### src/t2b_consts.vh
// constants for the timer two and baud clock block
// Summary of operation
// - source bit picks prescaled clock or count pin
// - count advances only while run bit set
// - overflow sets flag, one-cycle overflow pulse
// - trigger falling edge captures count when capture
// - reload mode overflow loads count from capture regs
// - trigger falling edge forces reload in reload mode
// - baud selects force reload, tick replaces flag
// - overflow ticks feed port0 rx/tx baud clocks
// - baud mode never sets overflow flag
// - baud mode counts clock/2 or count pin
// - port1 can never use this timer
// - sync mode half duplex, async full duplex
// - received bytes double buffered per port
// - modes 1/3 timer sources, mode 2 /32 or /64
// - fast generator gives 115.2K or 230.4K
// - fast enable bit0 port0, bit1 port1
// - double-rate bits select 230.4K per port
// - trigger edge with enable sets external flag
// - writing one to overflow flag forces request
// - prescale bit picks /12 or /4, ignored in baud
`ifndef T2B_CONSTS_VH
`define T2B_CONSTS_VH
`define T2B_ADDR_POWER      16'h0087
`define T2B_ADDR_CLKCTL     16'h008e
`define T2B_ADDR_P0CTL      16'h0098
`define T2B_ADDR_P0BUF      16'h0099
`define T2B_ADDR_P1CTL      16'h00c0
`define T2B_ADDR_P1BUF      16'h00c1
`define T2B_ADDR_T2CTL      16'h00c8
`define T2B_ADDR_CAPLO      16'h00ca
`define T2B_ADDR_CAPHI      16'h00cb
`define T2B_ADDR_CNTLO      16'h00cc
`define T2B_ADDR_CNTHI      16'h00cd
`define T2B_ADDR_EXTINT     16'h00d8
`define T2B_ADDR_FASTBAUD   16'he608
`define T2B_BIT_OVF         7
`define T2B_BIT_EXT         6
`define T2B_BIT_RXSEL       5
`define T2B_BIT_TXSEL       4
`define T2B_BIT_EXTEN       3
`define T2B_BIT_RUN         2
`define T2B_BIT_SRC         1
`define T2B_BIT_CPRL        0
`define T2B_BIT_PRESCALE    5
`define T2B_BIT_DOUBLE      7
`define T2B_BIT_MODE0_FAST  5
`define T2B_RST_BYTE        8'h00
`define T2B_RST_WORD        16'h0000
`define T2B_FASTBAUD_MASK   8'h03
`define T2B_COUNT_MAX       16'hffff
`define T2B_PRE_LAST        4'hb
`define T2B_PRE_Q_LAST      2'h3
`define T2B_MODE_SYNC       2'h0
`define T2B_MODE_FIXED      2'h2
`define T2B_CLK_HZ          100000000
`define T2B_FAST_BAUD       230400
`define T2B_OVERSAMPLE      16
`endif

### src/t2b_timer.v
// timer two with baud clock selection for two serial ports
`timescale 1ns/10ps
`include "t2b_consts.vh"
module t2b_timer
(
	input  wire        clk,
	input  wire        reset_n,
	input  wire [15:0] addr,
	input  wire [7:0]  wdata,
	input  wire        wr,
	input  wire        rd,
	output reg  [7:0]  rdata,
	input  wire        external_count_pin,
	input  wire        external_trigger_pin,
	input  wire        timer1_overflow,
	input  wire        port0_rx_done,
	input  wire [7:0]  port0_rx_byte,
	input  wire        port1_rx_done,
	input  wire [7:0]  port1_rx_byte,
	output reg         overflow_pulse_pin,
	output reg         timer_irq,
	output reg  [1:0]  port_rx_tick,
	output reg  [1:0]  port_tx_tick,
	output reg  [1:0]  port_half_duplex,
	output reg  [1:0]  port_rx_overrun
);

	// fast generator phase step at 16x the 230.4K rate
	localparam [63:0] FAST_STEP_W = ((64'd1 << 32) * `T2B_FAST_BAUD * `T2B_OVERSAMPLE)
		/ `T2B_CLK_HZ;
	localparam [31:0] FAST_STEP = FAST_STEP_W[31:0];

	reg  [7:0]  t2ctl;
	reg  [7:0]  clkctl;
	reg  [7:0]  power;
	reg  [7:0]  extint;
	reg  [1:0]  fastbaud;
	reg  [7:0]  portctl [0:1];
	reg  [7:0]  rxbuf [0:1];
	reg  [1:0]  rxfull;
	reg  [15:0] count;
	reg  [15:0] capture;
	reg  [3:0]  pre;
	reg  [5:0]  fixdiv;
	reg  [31:0] fast_acc;
	reg         fast_half;
	reg         count_pin_q;
	reg         trig_pin_q;

	wire       baud_mode = t2ctl[`T2B_BIT_RXSEL] | t2ctl[`T2B_BIT_TXSEL];
	wire       run       = t2ctl[`T2B_BIT_RUN];
	wire       ext_src   = t2ctl[`T2B_BIT_SRC];
	wire       count_fall = count_pin_q & ~external_count_pin;
	wire       trig_fall  = trig_pin_q & ~external_trigger_pin;
	wire       trig_event = trig_fall & t2ctl[`T2B_BIT_EXTEN];
	wire       pre_div12  = (pre == `T2B_PRE_LAST);
	wire       pre_div4   = (pre[1:0] == `T2B_PRE_Q_LAST);
	wire       pre_div2   = pre[0];
	wire [32:0] fast_sum  = {1'b0, fast_acc} + {1'b0, FAST_STEP};
	wire       fast_tick_hi = fast_sum[32];
	wire       fast_tick_lo = fast_sum[32] & fast_half;

	reg        step;
	reg        ovf;
	reg        t2_tick;
	reg        wr_t2ctl;
	reg [7:0]  next_t2ctl;
	reg [15:0] next_count;
	reg [15:0] next_capture;

	always @*
	begin
		// prescaler choice, source choice, run gating
		if (ext_src)
			step = run & count_fall;
		else if (baud_mode)
			step = run & pre_div2;
		else if (clkctl[`T2B_BIT_PRESCALE])
			step = run & pre_div4;
		else
			step = run & pre_div12;
		ovf = step & (count == `T2B_COUNT_MAX);
		t2_tick = ovf & baud_mode;
		next_count = count;
		next_capture = capture;
		if (step)
			next_count = count + 16'h0001;
		if (ovf & (baud_mode | ~t2ctl[`T2B_BIT_CPRL]))
			next_count = capture;
		if (trig_event & ~baud_mode & t2ctl[`T2B_BIT_CPRL])
			next_capture = count;
		if (trig_event & ~baud_mode & ~t2ctl[`T2B_BIT_CPRL])
			next_count = capture;
		if (wr & (addr == `T2B_ADDR_CNTLO))
			next_count = {next_count[15:8], wdata};
		if (wr & (addr == `T2B_ADDR_CNTHI))
			next_count = {wdata, next_count[7:0]};
		if (wr & (addr == `T2B_ADDR_CAPLO))
			next_capture = {next_capture[15:8], wdata};
		if (wr & (addr == `T2B_ADDR_CAPHI))
			next_capture = {wdata, next_capture[7:0]};
		wr_t2ctl = wr & (addr == `T2B_ADDR_T2CTL);
		next_t2ctl = wr_t2ctl ? wdata : t2ctl;
		// hardware set wins over a software clear in the same cycle
		if (ovf & ~baud_mode)
			next_t2ctl[`T2B_BIT_OVF] = 1'b1;
		if (trig_event)
			next_t2ctl[`T2B_BIT_EXT] = 1'b1;
	end

	always @(posedge clk)
	begin
		if (!reset_n)
		begin
			t2ctl <= `T2B_RST_BYTE;
			clkctl <= `T2B_RST_BYTE;
			power <= `T2B_RST_BYTE;
			extint <= `T2B_RST_BYTE;
			fastbaud <= 2'h0;
			count <= `T2B_RST_WORD;
			capture <= `T2B_RST_WORD;
			pre <= 4'h0;
			fixdiv <= 6'h00;
			fast_acc <= 32'h0000_0000;
			fast_half <= 1'b0;
			count_pin_q <= 1'b1;
			trig_pin_q <= 1'b1;
			overflow_pulse_pin <= 1'b0;
			timer_irq <= 1'b0;
			rdata <= `T2B_RST_BYTE;
		end
		else
		begin
			count_pin_q <= external_count_pin;
			trig_pin_q <= external_trigger_pin;
			pre <= pre_div12 ? 4'h0 : pre + 4'h1;
			fixdiv <= fixdiv + 6'h01;
			fast_acc <= fast_sum[31:0];
			if (fast_tick_hi)
				fast_half <= ~fast_half;
			t2ctl <= next_t2ctl;
			count <= next_count;
			capture <= next_capture;
			overflow_pulse_pin <= ovf & ~baud_mode;
			// a written one raises the request just as hardware would
			timer_irq <= next_t2ctl[`T2B_BIT_OVF] | next_t2ctl[`T2B_BIT_EXT];
			if (wr & (addr == `T2B_ADDR_CLKCTL))
				clkctl <= wdata;
			if (wr & (addr == `T2B_ADDR_POWER))
				power <= wdata;
			if (wr & (addr == `T2B_ADDR_EXTINT))
				extint <= wdata;
			if (wr & (addr == `T2B_ADDR_FASTBAUD))
				fastbaud <= wdata[1:0];
			rdata <= `T2B_RST_BYTE;
			if (rd)
			begin
				case (addr)
					`T2B_ADDR_T2CTL:    rdata <= t2ctl;
					`T2B_ADDR_CAPLO:    rdata <= capture[7:0];
					`T2B_ADDR_CAPHI:    rdata <= capture[15:8];
					`T2B_ADDR_CNTLO:    rdata <= count[7:0];
					`T2B_ADDR_CNTHI:    rdata <= count[15:8];
					`T2B_ADDR_CLKCTL:   rdata <= clkctl;
					`T2B_ADDR_POWER:    rdata <= power;
					`T2B_ADDR_EXTINT:   rdata <= extint;
					`T2B_ADDR_FASTBAUD: rdata <= {6'h00, fastbaud} & `T2B_FASTBAUD_MASK;
					`T2B_ADDR_P0CTL:    rdata <= portctl[0];
					`T2B_ADDR_P1CTL:    rdata <= portctl[1];
					`T2B_ADDR_P0BUF:    rdata <= rxbuf[0];
					`T2B_ADDR_P1BUF:    rdata <= rxbuf[1];
					default:            rdata <= `T2B_RST_BYTE;
				endcase
			end
		end
	end

	// per-port baud clock selection, receive holding buffer
	genvar p;
	generate
		for (p = 0; p < 2; p = p + 1)
		begin : g_port
			wire [15:0] ctl_addr = p ? `T2B_ADDR_P1CTL : `T2B_ADDR_P0CTL;
			wire [15:0] buf_addr = p ? `T2B_ADDR_P1BUF : `T2B_ADDR_P0BUF;
			wire        rx_done  = p ? port1_rx_done : port0_rx_done;
			wire [7:0]  rx_byte  = p ? port1_rx_byte : port0_rx_byte;
			wire        dbl      = p ? extint[`T2B_BIT_DOUBLE] : power[`T2B_BIT_DOUBLE];
			wire [1:0]  mode     = {portctl[p][7], portctl[p][6]};
			// port1 has no path to this timer at all
			wire        use_rx_t2 = (p == 0) & t2ctl[`T2B_BIT_RXSEL];
			wire        use_tx_t2 = (p == 0) & t2ctl[`T2B_BIT_TXSEL];
			wire        fast_tick = dbl ? fast_tick_hi : fast_tick_lo;
			reg         var_rx;
			reg         var_tx;
			reg         base;
			always @*
			begin
				// timer1 still routed if firmware breaks the source pairing
				if (fastbaud[p])
				begin
					var_rx = fast_tick;
					var_tx = fast_tick;
				end
				else
				begin
					var_rx = use_rx_t2 ? t2_tick : timer1_overflow;
					var_tx = use_tx_t2 ? t2_tick : timer1_overflow;
				end
				case (mode)
					`T2B_MODE_SYNC:
						base = portctl[p][`T2B_BIT_MODE0_FAST] ? pre_div4 : pre_div12;
					`T2B_MODE_FIXED:
						base = dbl ? (fixdiv[4:0] == 5'h1f) : (fixdiv == 6'h3f);
					default:
						base = 1'b0;
				endcase
			end
			always @(posedge clk)
			begin
				if (!reset_n)
				begin
					portctl[p] <= `T2B_RST_BYTE;
					rxbuf[p] <= `T2B_RST_BYTE;
					rxfull[p] <= 1'b0;
					port_rx_tick[p] <= 1'b0;
					port_tx_tick[p] <= 1'b0;
					port_half_duplex[p] <= 1'b0;
					port_rx_overrun[p] <= 1'b0;
				end
				else
				begin
					if (wr & (addr == ctl_addr))
						portctl[p] <= wdata;
					port_half_duplex[p] <= (mode == `T2B_MODE_SYNC);
					port_rx_tick[p] <= (mode[0] ? var_rx : base);
					port_tx_tick[p] <= (mode[0] ? var_tx : base);
					// shifter keeps filling while the held byte is read
					if (rx_done)
						rxbuf[p] <= rx_byte;
					if (rx_done)
						rxfull[p] <= 1'b1;
					else if (rd & (addr == buf_addr))
						rxfull[p] <= 1'b0;
					port_rx_overrun[p] <= rx_done & rxfull[p] & ~(rd & (addr == buf_addr));
				end
			end
		end
	endgenerate

endmodule

### config.mk
export PLATFORM = sky130hd
export DESIGN_NAME = t2b_timer
export DESIGN_NICKNAME = d
export VERILOG_FILES = /design/src/t2b_timer.v
export VERILOG_INCLUDE_DIRS = /design/src
export SDC_FILE = /design/constraint.sdc
export NUM_CORES = 1
export LEC_CHECK = 0
export ABC_CLOCK_PERIOD_IN_PS = 6060
export BUFFER_PORTS_ARGS = -buffer_cell sky130_fd_sc_hd__buf_2
export CAP_MARGIN = 0
export CELL_PAD_IN_SITES_DETAIL_PLACEMENT = 2
export CELL_PAD_IN_SITES_GLOBAL_PLACEMENT = 2
export CORE_ASPECT_RATIO = 1.75
export CORE_MARGIN = 2
export CORE_UTILIZATION = 40
export CTS_BUF_LIST = sky130_fd_sc_hd__clkbuf_8 sky130_fd_sc_hd__clkbuf_16
export DETAILED_ROUTE_END_ITERATION = 6
export GPL_TIMING_DRIVEN = 0
export PLACE_DENSITY = 0.82
export SLEW_MARGIN = 5
export SYNTH_ARGS = -nofsm -noshare
export SYNTH_HDL_FRONTEND = slang
export SYNTH_SLANG_ARGS = --single-unit
### constraint.sdc
create_clock -name clk -period 6.06 [get_ports clk]
set_input_delay 0.303 -clock clk [delete_from_list [all_inputs] [get_ports clk]]
set_output_delay 0.303 -clock clk [all_outputs]
set_load 0.02 [all_outputs]
# Word level (Yosys, flattened, before mapping)
# Memories as Yosys holds them, arrays and structs flattened.
# Index checks and enable logic that the tools add are counted.
# totals
regBits,130
latch_bits,0
ramBits,32
mem_bits_ro,0
out_inout_bits,18
mem_count,2
# mem_list
memory,depth,word_bits,rd,rd_clocked_by_memory_dff,wr,line_no,text
portctl,2,8,2,0,2,t2b_timer.v:38,reg [7:0] portctl [0:1];
rxbuf,2,8,2,0,2,t2b_timer.v:39,reg [7:0] rxbuf [0:1];
# op_classes
n_addsub,4
mul,0
n_div,0
n_lt_le_gt_ge,0
n_eq_ne,20
shift,0
mux,52
bitwise,47
reduce_logical,6
# ops
cell,count
$eq 16x8->1 const B,12
$pmux 8 s13,1
$mux 16,6
$mux 8,7
$mux 1,36
$add 32x28->33 const B,1
$and 1x1->1,32
$eq 16x16->1 const B,2
$add 16x1->16 const B,1
$not 1->1,8
$or 1x1->1,7
$add 6x1->6 const B,1
$eq 2x2->1 const B,3
$eq 6x6->1 const B,1
$eq 5x5->1 const B,1
$add 4x1->4 const B,1
$eq 4x4->1 const B,1
$logic_not 2->1,2
$pmux 1 s2,2
$reduce_bool 2->1,2
$reduce_and 2->1,1
$reduce_or 2->1,1

# Logic depth before layout (Yosys ltp)
# logic_depth
word_depth,11
depth_mapped,9
depth_no_buf,9

# Worst setup path after synthesis
# Ideal clock, no wire load.
# synth_path
kind,register -> register
start,register fast_acc[16]
end,register fast_acc[27]
setup_ns,0.115
t_arrival_ns,1.980
path_slack_ns,3.965
path_stages_with_launch,8
n_path_buf,0
path_cell_list,dfxtp_1 -> or4_4 -> or3_1 -> nor3_2 -> a211oi_2 -> nor2_2 -> and4b_1 -> o21a_1
# synth_between
elab_chain_cells,1
# synth_lines
element,line_no,text
start: declaration,t2b_timer.v:45,reg [31:0] fast_acc;
start signal: assignment,t2b_timer.v:138,fast_acc <= fast_sum[31:0];
$add 32x28->33,t2b_timer.v:59,"wire [32:0] fast_sum = {1'b0, fast_acc} + {1'b0, FAST_STEP};"
# No other way between the ends.
# A chain may end at the register's enable or synchronous reset.

# Worst setup path after layout
# layout_path
start,register t2ctl[5]
end,register count[1]
# layout_between
elab_chain_cells,9
# layout_lines
element,line_no,text
start: declaration,t2b_timer.v:33,reg [7:0] t2ctl;
start signal: assignment,t2b_timer.v:115,t2ctl <= `T2B_RST_BYTE;
start signal: assignment,t2b_timer.v:141,t2ctl <= next_t2ctl;
$or 1x1->1 (*),t2b_timer.v:50,wire baud_mode = t2ctl[`T2B_BIT_RXSEL] | t2ctl[`T2B_BIT_TXSEL];
$mux 1,t2b_timer.v:76,else if (baud_mode)
$mux 1,t2b_timer.v:74,if (ext_src)
$and 1x1->1,t2b_timer.v:82,ovf = step & (count == `T2B_COUNT_MAX);
$and 1x1->1,t2b_timer.v:88,if (ovf & (baud_mode | ~t2ctl[`T2B_BIT_CPRL]))
$mux 16,t2b_timer.v:88,
$mux 16 (*),t2b_timer.v:92,if (trig_event & ~baud_mode & ~t2ctl[`T2B_BIT_CPRL])
$mux 8 (*),t2b_timer.v:94,if (wr & (addr == `T2B_ADDR_CNTLO))
$mux 16 (*),t2b_timer.v:96,if (wr & (addr == `T2B_ADDR_CNTHI))
end signal: assignment,t2b_timer.v:120,count <= `T2B_RST_WORD;
end signal: assignment,t2b_timer.v:142,count <= next_count;
end: declaration,t2b_timer.v:41,reg [15:0] count;
# Every way passes the cells marked *; elsewhere a longest branch is shown, timed or not.

==> flow_summary_export.csv <==
group,metric,value,unit
critical_path,endpoint_kind,"register",
detailed_routing,wl_per_cell,27.22,um
yosys,synthCells,878,
status,outcome,"finished with violations",
global_route,grt_max_degree,17,
status,failed_checks,"DRC",
yosys,synth_commonest_cells,"dfxtp_1 (129), nor2_1 (98), nand2_1 (82), a21oi_1 (67), nand3_1 (40)",
detailed_routing,wirelength,33.02,mm
yosys,ys_types,74,
yosys,synth_edf_count,32,
global_route,grt_overflow,0,
cells_and_area,syn_to_final_growth,15.11,%
sta,tightestPinTransition,1.010,ns
yosys,yosysMostFrequentCell,"dfxtp_1",
global_route,grt.total_usage,32.79,%
floorplanning,io_pins,67,
yosys,synth.cell_area,7906,sq um
clock_tree,cts_tree,"yes",
critical_path,cp.arrival,3.47,ns
placed_design,port_buffers,57,
floorplanning,coreArea,19570,sq um
global_route,grt_pass1_wl,50.00,mm
sta,slew-limit-headroom,32.69,%
placed_design,gp_congestion,0.9253,
sta,fin_skew,0.01052,ns
yosys,yosysTopAreaCellShare,32.66,%
power_and_ir_drop,power_density,299.0,nW/um^2
yosys,syn_nets,932,
flow_run,cap_violations,0,
placed_design,placedInstanceArea,8512,sq um
cells_and_area,drive_gt1_share,14.36,%
cells_and_area,stdcell_count,1213,
critical_path,crit_fanout,10,
worst_hold_path,worstHoldPathType,"in2reg",
critical_path,rr_worst_depth,8,
cells_and_area,fillers,2189,
yosys,ys_ff_latch,161,
placed_design,place_hpwl,24.38,mm
detailed_routing,initialDrtViolationCount,507,
critical_path,path_cells,"clkbuf_1, nor2_1, o2111a_1, o21a_1, nor2_1, clkbuf_1, nor3_1, a311o_1",
sta,min_period,3.130,ns
clock_tree,cts_buffers,17,
clock_tree,ctsResizeCount,0,
sta,setup_tns,0,ns
cells_and_area,final_area,9101,sq um
clock_tree,hold_buffers,0,
clock_tree,cts-root-buf,"clkbuf_16",
floorplanning,initial_core_util,40.40,%
critical_path,cp_slowest_stage_delay,0.53,ns
placed_design,dpl.cell_count,1181,
critical_path,start_kind,"register",
worst_hold_path,min_path_cells,2,
clock_tree,htreeDepth,4,
yosys,avgSynthCellArea,9.005,sq um
yosys,ys.flop_type,"dfxtp_1",
yosys,yosysSeqAreaShare,44.82,%
floorplanning,die_area,20950,sq um
floorplanning,num_rows,68,
yosys,synthTopCellsByArea,"dfxtp_1 (33%), edfxtp_1 (12%), nor2_1 (4.7%)",
sta,finalHoldViolCount,0,
floorplanning,fp.dieH,190.0,um
yosys,synthArstFlopShare,0,%
clock_tree,cts_setup_buffers,0,
sta,rsz0062_at_grt,"false",
sta,drv_slew,0,
yosys,netlist.top_cell.by_area,"dfxtp_1",
power_and_ir_drop,peakVddDrop,0.1981,mV
critical_path,slowest_stage,"nor2_1",
detailed_routing,vias,7526,
detailed_routing,drtAntennaViolNets,0,
critical_path,required,6.40,ns
power_and_ir_drop,p_leak,3.293,nW
clock_tree,clk_pin_slew,0.07,ns
global_route,antenna_found_initial,1,
yosys,ys_warn_count,0,
detailed_routing,drc,7,
global_route,grt_pass1_vias,8332,
sta,period_share,51.64,%
floorplanning,die_x,110.3,um
cells_and_area,antennaDiodeCount,0,
detailed_routing,drt-pass1-iter-count,7,
clock_tree,clk_path_buf_depth,2,
detailed_routing,routed_via_density,6.204,
clock_tree,cts_sinks,161,
sta,setup_viol_count_final,0,
critical_path,critical_path_class,"reg2reg",
clock_tree,worst_skew_pair.late_latency,0.45,ns
cells_and_area,fin_nets,1009,
sta,max_freq,319.5,MHz
cell families (layout without fill, tap and decap cells):
family / after synthesis / after routing / share of synthesized area, %
fa+ha+maj: 5 / 5 / 0.7913
flops: 161 / 161 / 44.82
simple gates: 378 / 378 / 25.08
xor+xnor: 28 / 28 / 3.102
mux: 35 / 35 / 4.479
buf+inv: 59 / 149 / 3.102
compound gates: 212 / 212 / 18.63
worst paths after layout:
kind	from	end	slack (ns)
min	external_count_pin	count_pin_q	0.05
max	t2ctl[5]	count[1]	2.93
max reg2reg	t2ctl[5]	count[1]	2.93
min reg2reg	fixdiv[0]	fixdiv[0]	0.45
flip-flops by register name, summed over array words and instances (netlist names), 2 cells and up:
| register | cells |
|---|---|
| fast_acc | 31 |
| capture | 16 |
| count | 16 |
| portctl | 16 |
| rxbuf | 16 |
| clkctl | 8 |
| extint | 8 |
| power | 8 |
| rdata | 8 |
| t2ctl | 8 |
| fixdiv | 6 |
| pre | 4 |
| fastbaud | 2 |
| port_half_duplex | 2 |
| port_rx_overrun | 2 |
| port_tx_tick | 2 |
| rxfull | 2 |
layer usage:
layer / vias to the layer above / share of wire, % / GRT usage (%)
li1: 3376 / - / -
met1: 3779 / 34 / 32.80
met2: 247 / 54 / 59.98
met3: 122 / 4.2 / 6.132
met4: 2 / 7.1 / 20.96
met5: - / 0.039 / 0
area by class of cell:
cell class | instances | area [sq um] | area share (%)
Tap cell | 245 | 306.5 | 3.368
Timing Repair Buffer | 58 | 292.8 | 3.217
Inverter | 9 | 33.78 | 0.3712
Sequential cell | 161 | 3543 | 38.93
Multi-Input combinational cell | 658 | 4124 | 45.31
Buffer | 50 | 211.5 | 2.323
Clock inverter | 14 | 138.9 | 1.526
Clock buffer | 18 | 450.4 | 4.949
where the power goes:
group	switching (mW)	internal, mW	total (mW)
combinational	0.212	0.148	0.360
clock	0.481	0.628	1.11
sequential	0.0844	1.17	1.25
metrics by stage:
step,setup slack [ns],power (mW),hold WS (ns),utilization (%)
after global routing,2.852,2.825,0.05923,46.51
after CTS,2.981,2.735,0.04716,46.51
after floorplan,3.965,1.506,0.4045,-
after global placement,2.679,1.613,0.4282,43.43
final,2.930,2.721,0.05312,46.51
after detailed placement,2.934,1.633,0.4482,43.50
critical path, delay by kind of cell (launching register included):
kind,cells,cell delay [ns]
AOI/OAI and AO/OA,3,0.85
buffers and inverters,2,0.95
DFF,1,0.32
and+or+nand+nor,3,0.90
cell usage in the layout (no fill, tap or decap), drive strengths merged, types with 24 or more instances in the layout:
| cell type | count |
|---|---|
| and3 | 39 |
| dfxtp | 129 |
| and2 | 24 |
| nand2 | 84 |
| a22oi | 24 |
| o21ai | 33 |
| nand3 | 40 |
| buf | 71 |
| a21oi | 67 |
| clkbuf | 55 |
| nor2 | 101 |
| edfxtp | 32 |
| mux2i | 32 |
No activity file was read; power rests on OpenSTA's default activity.
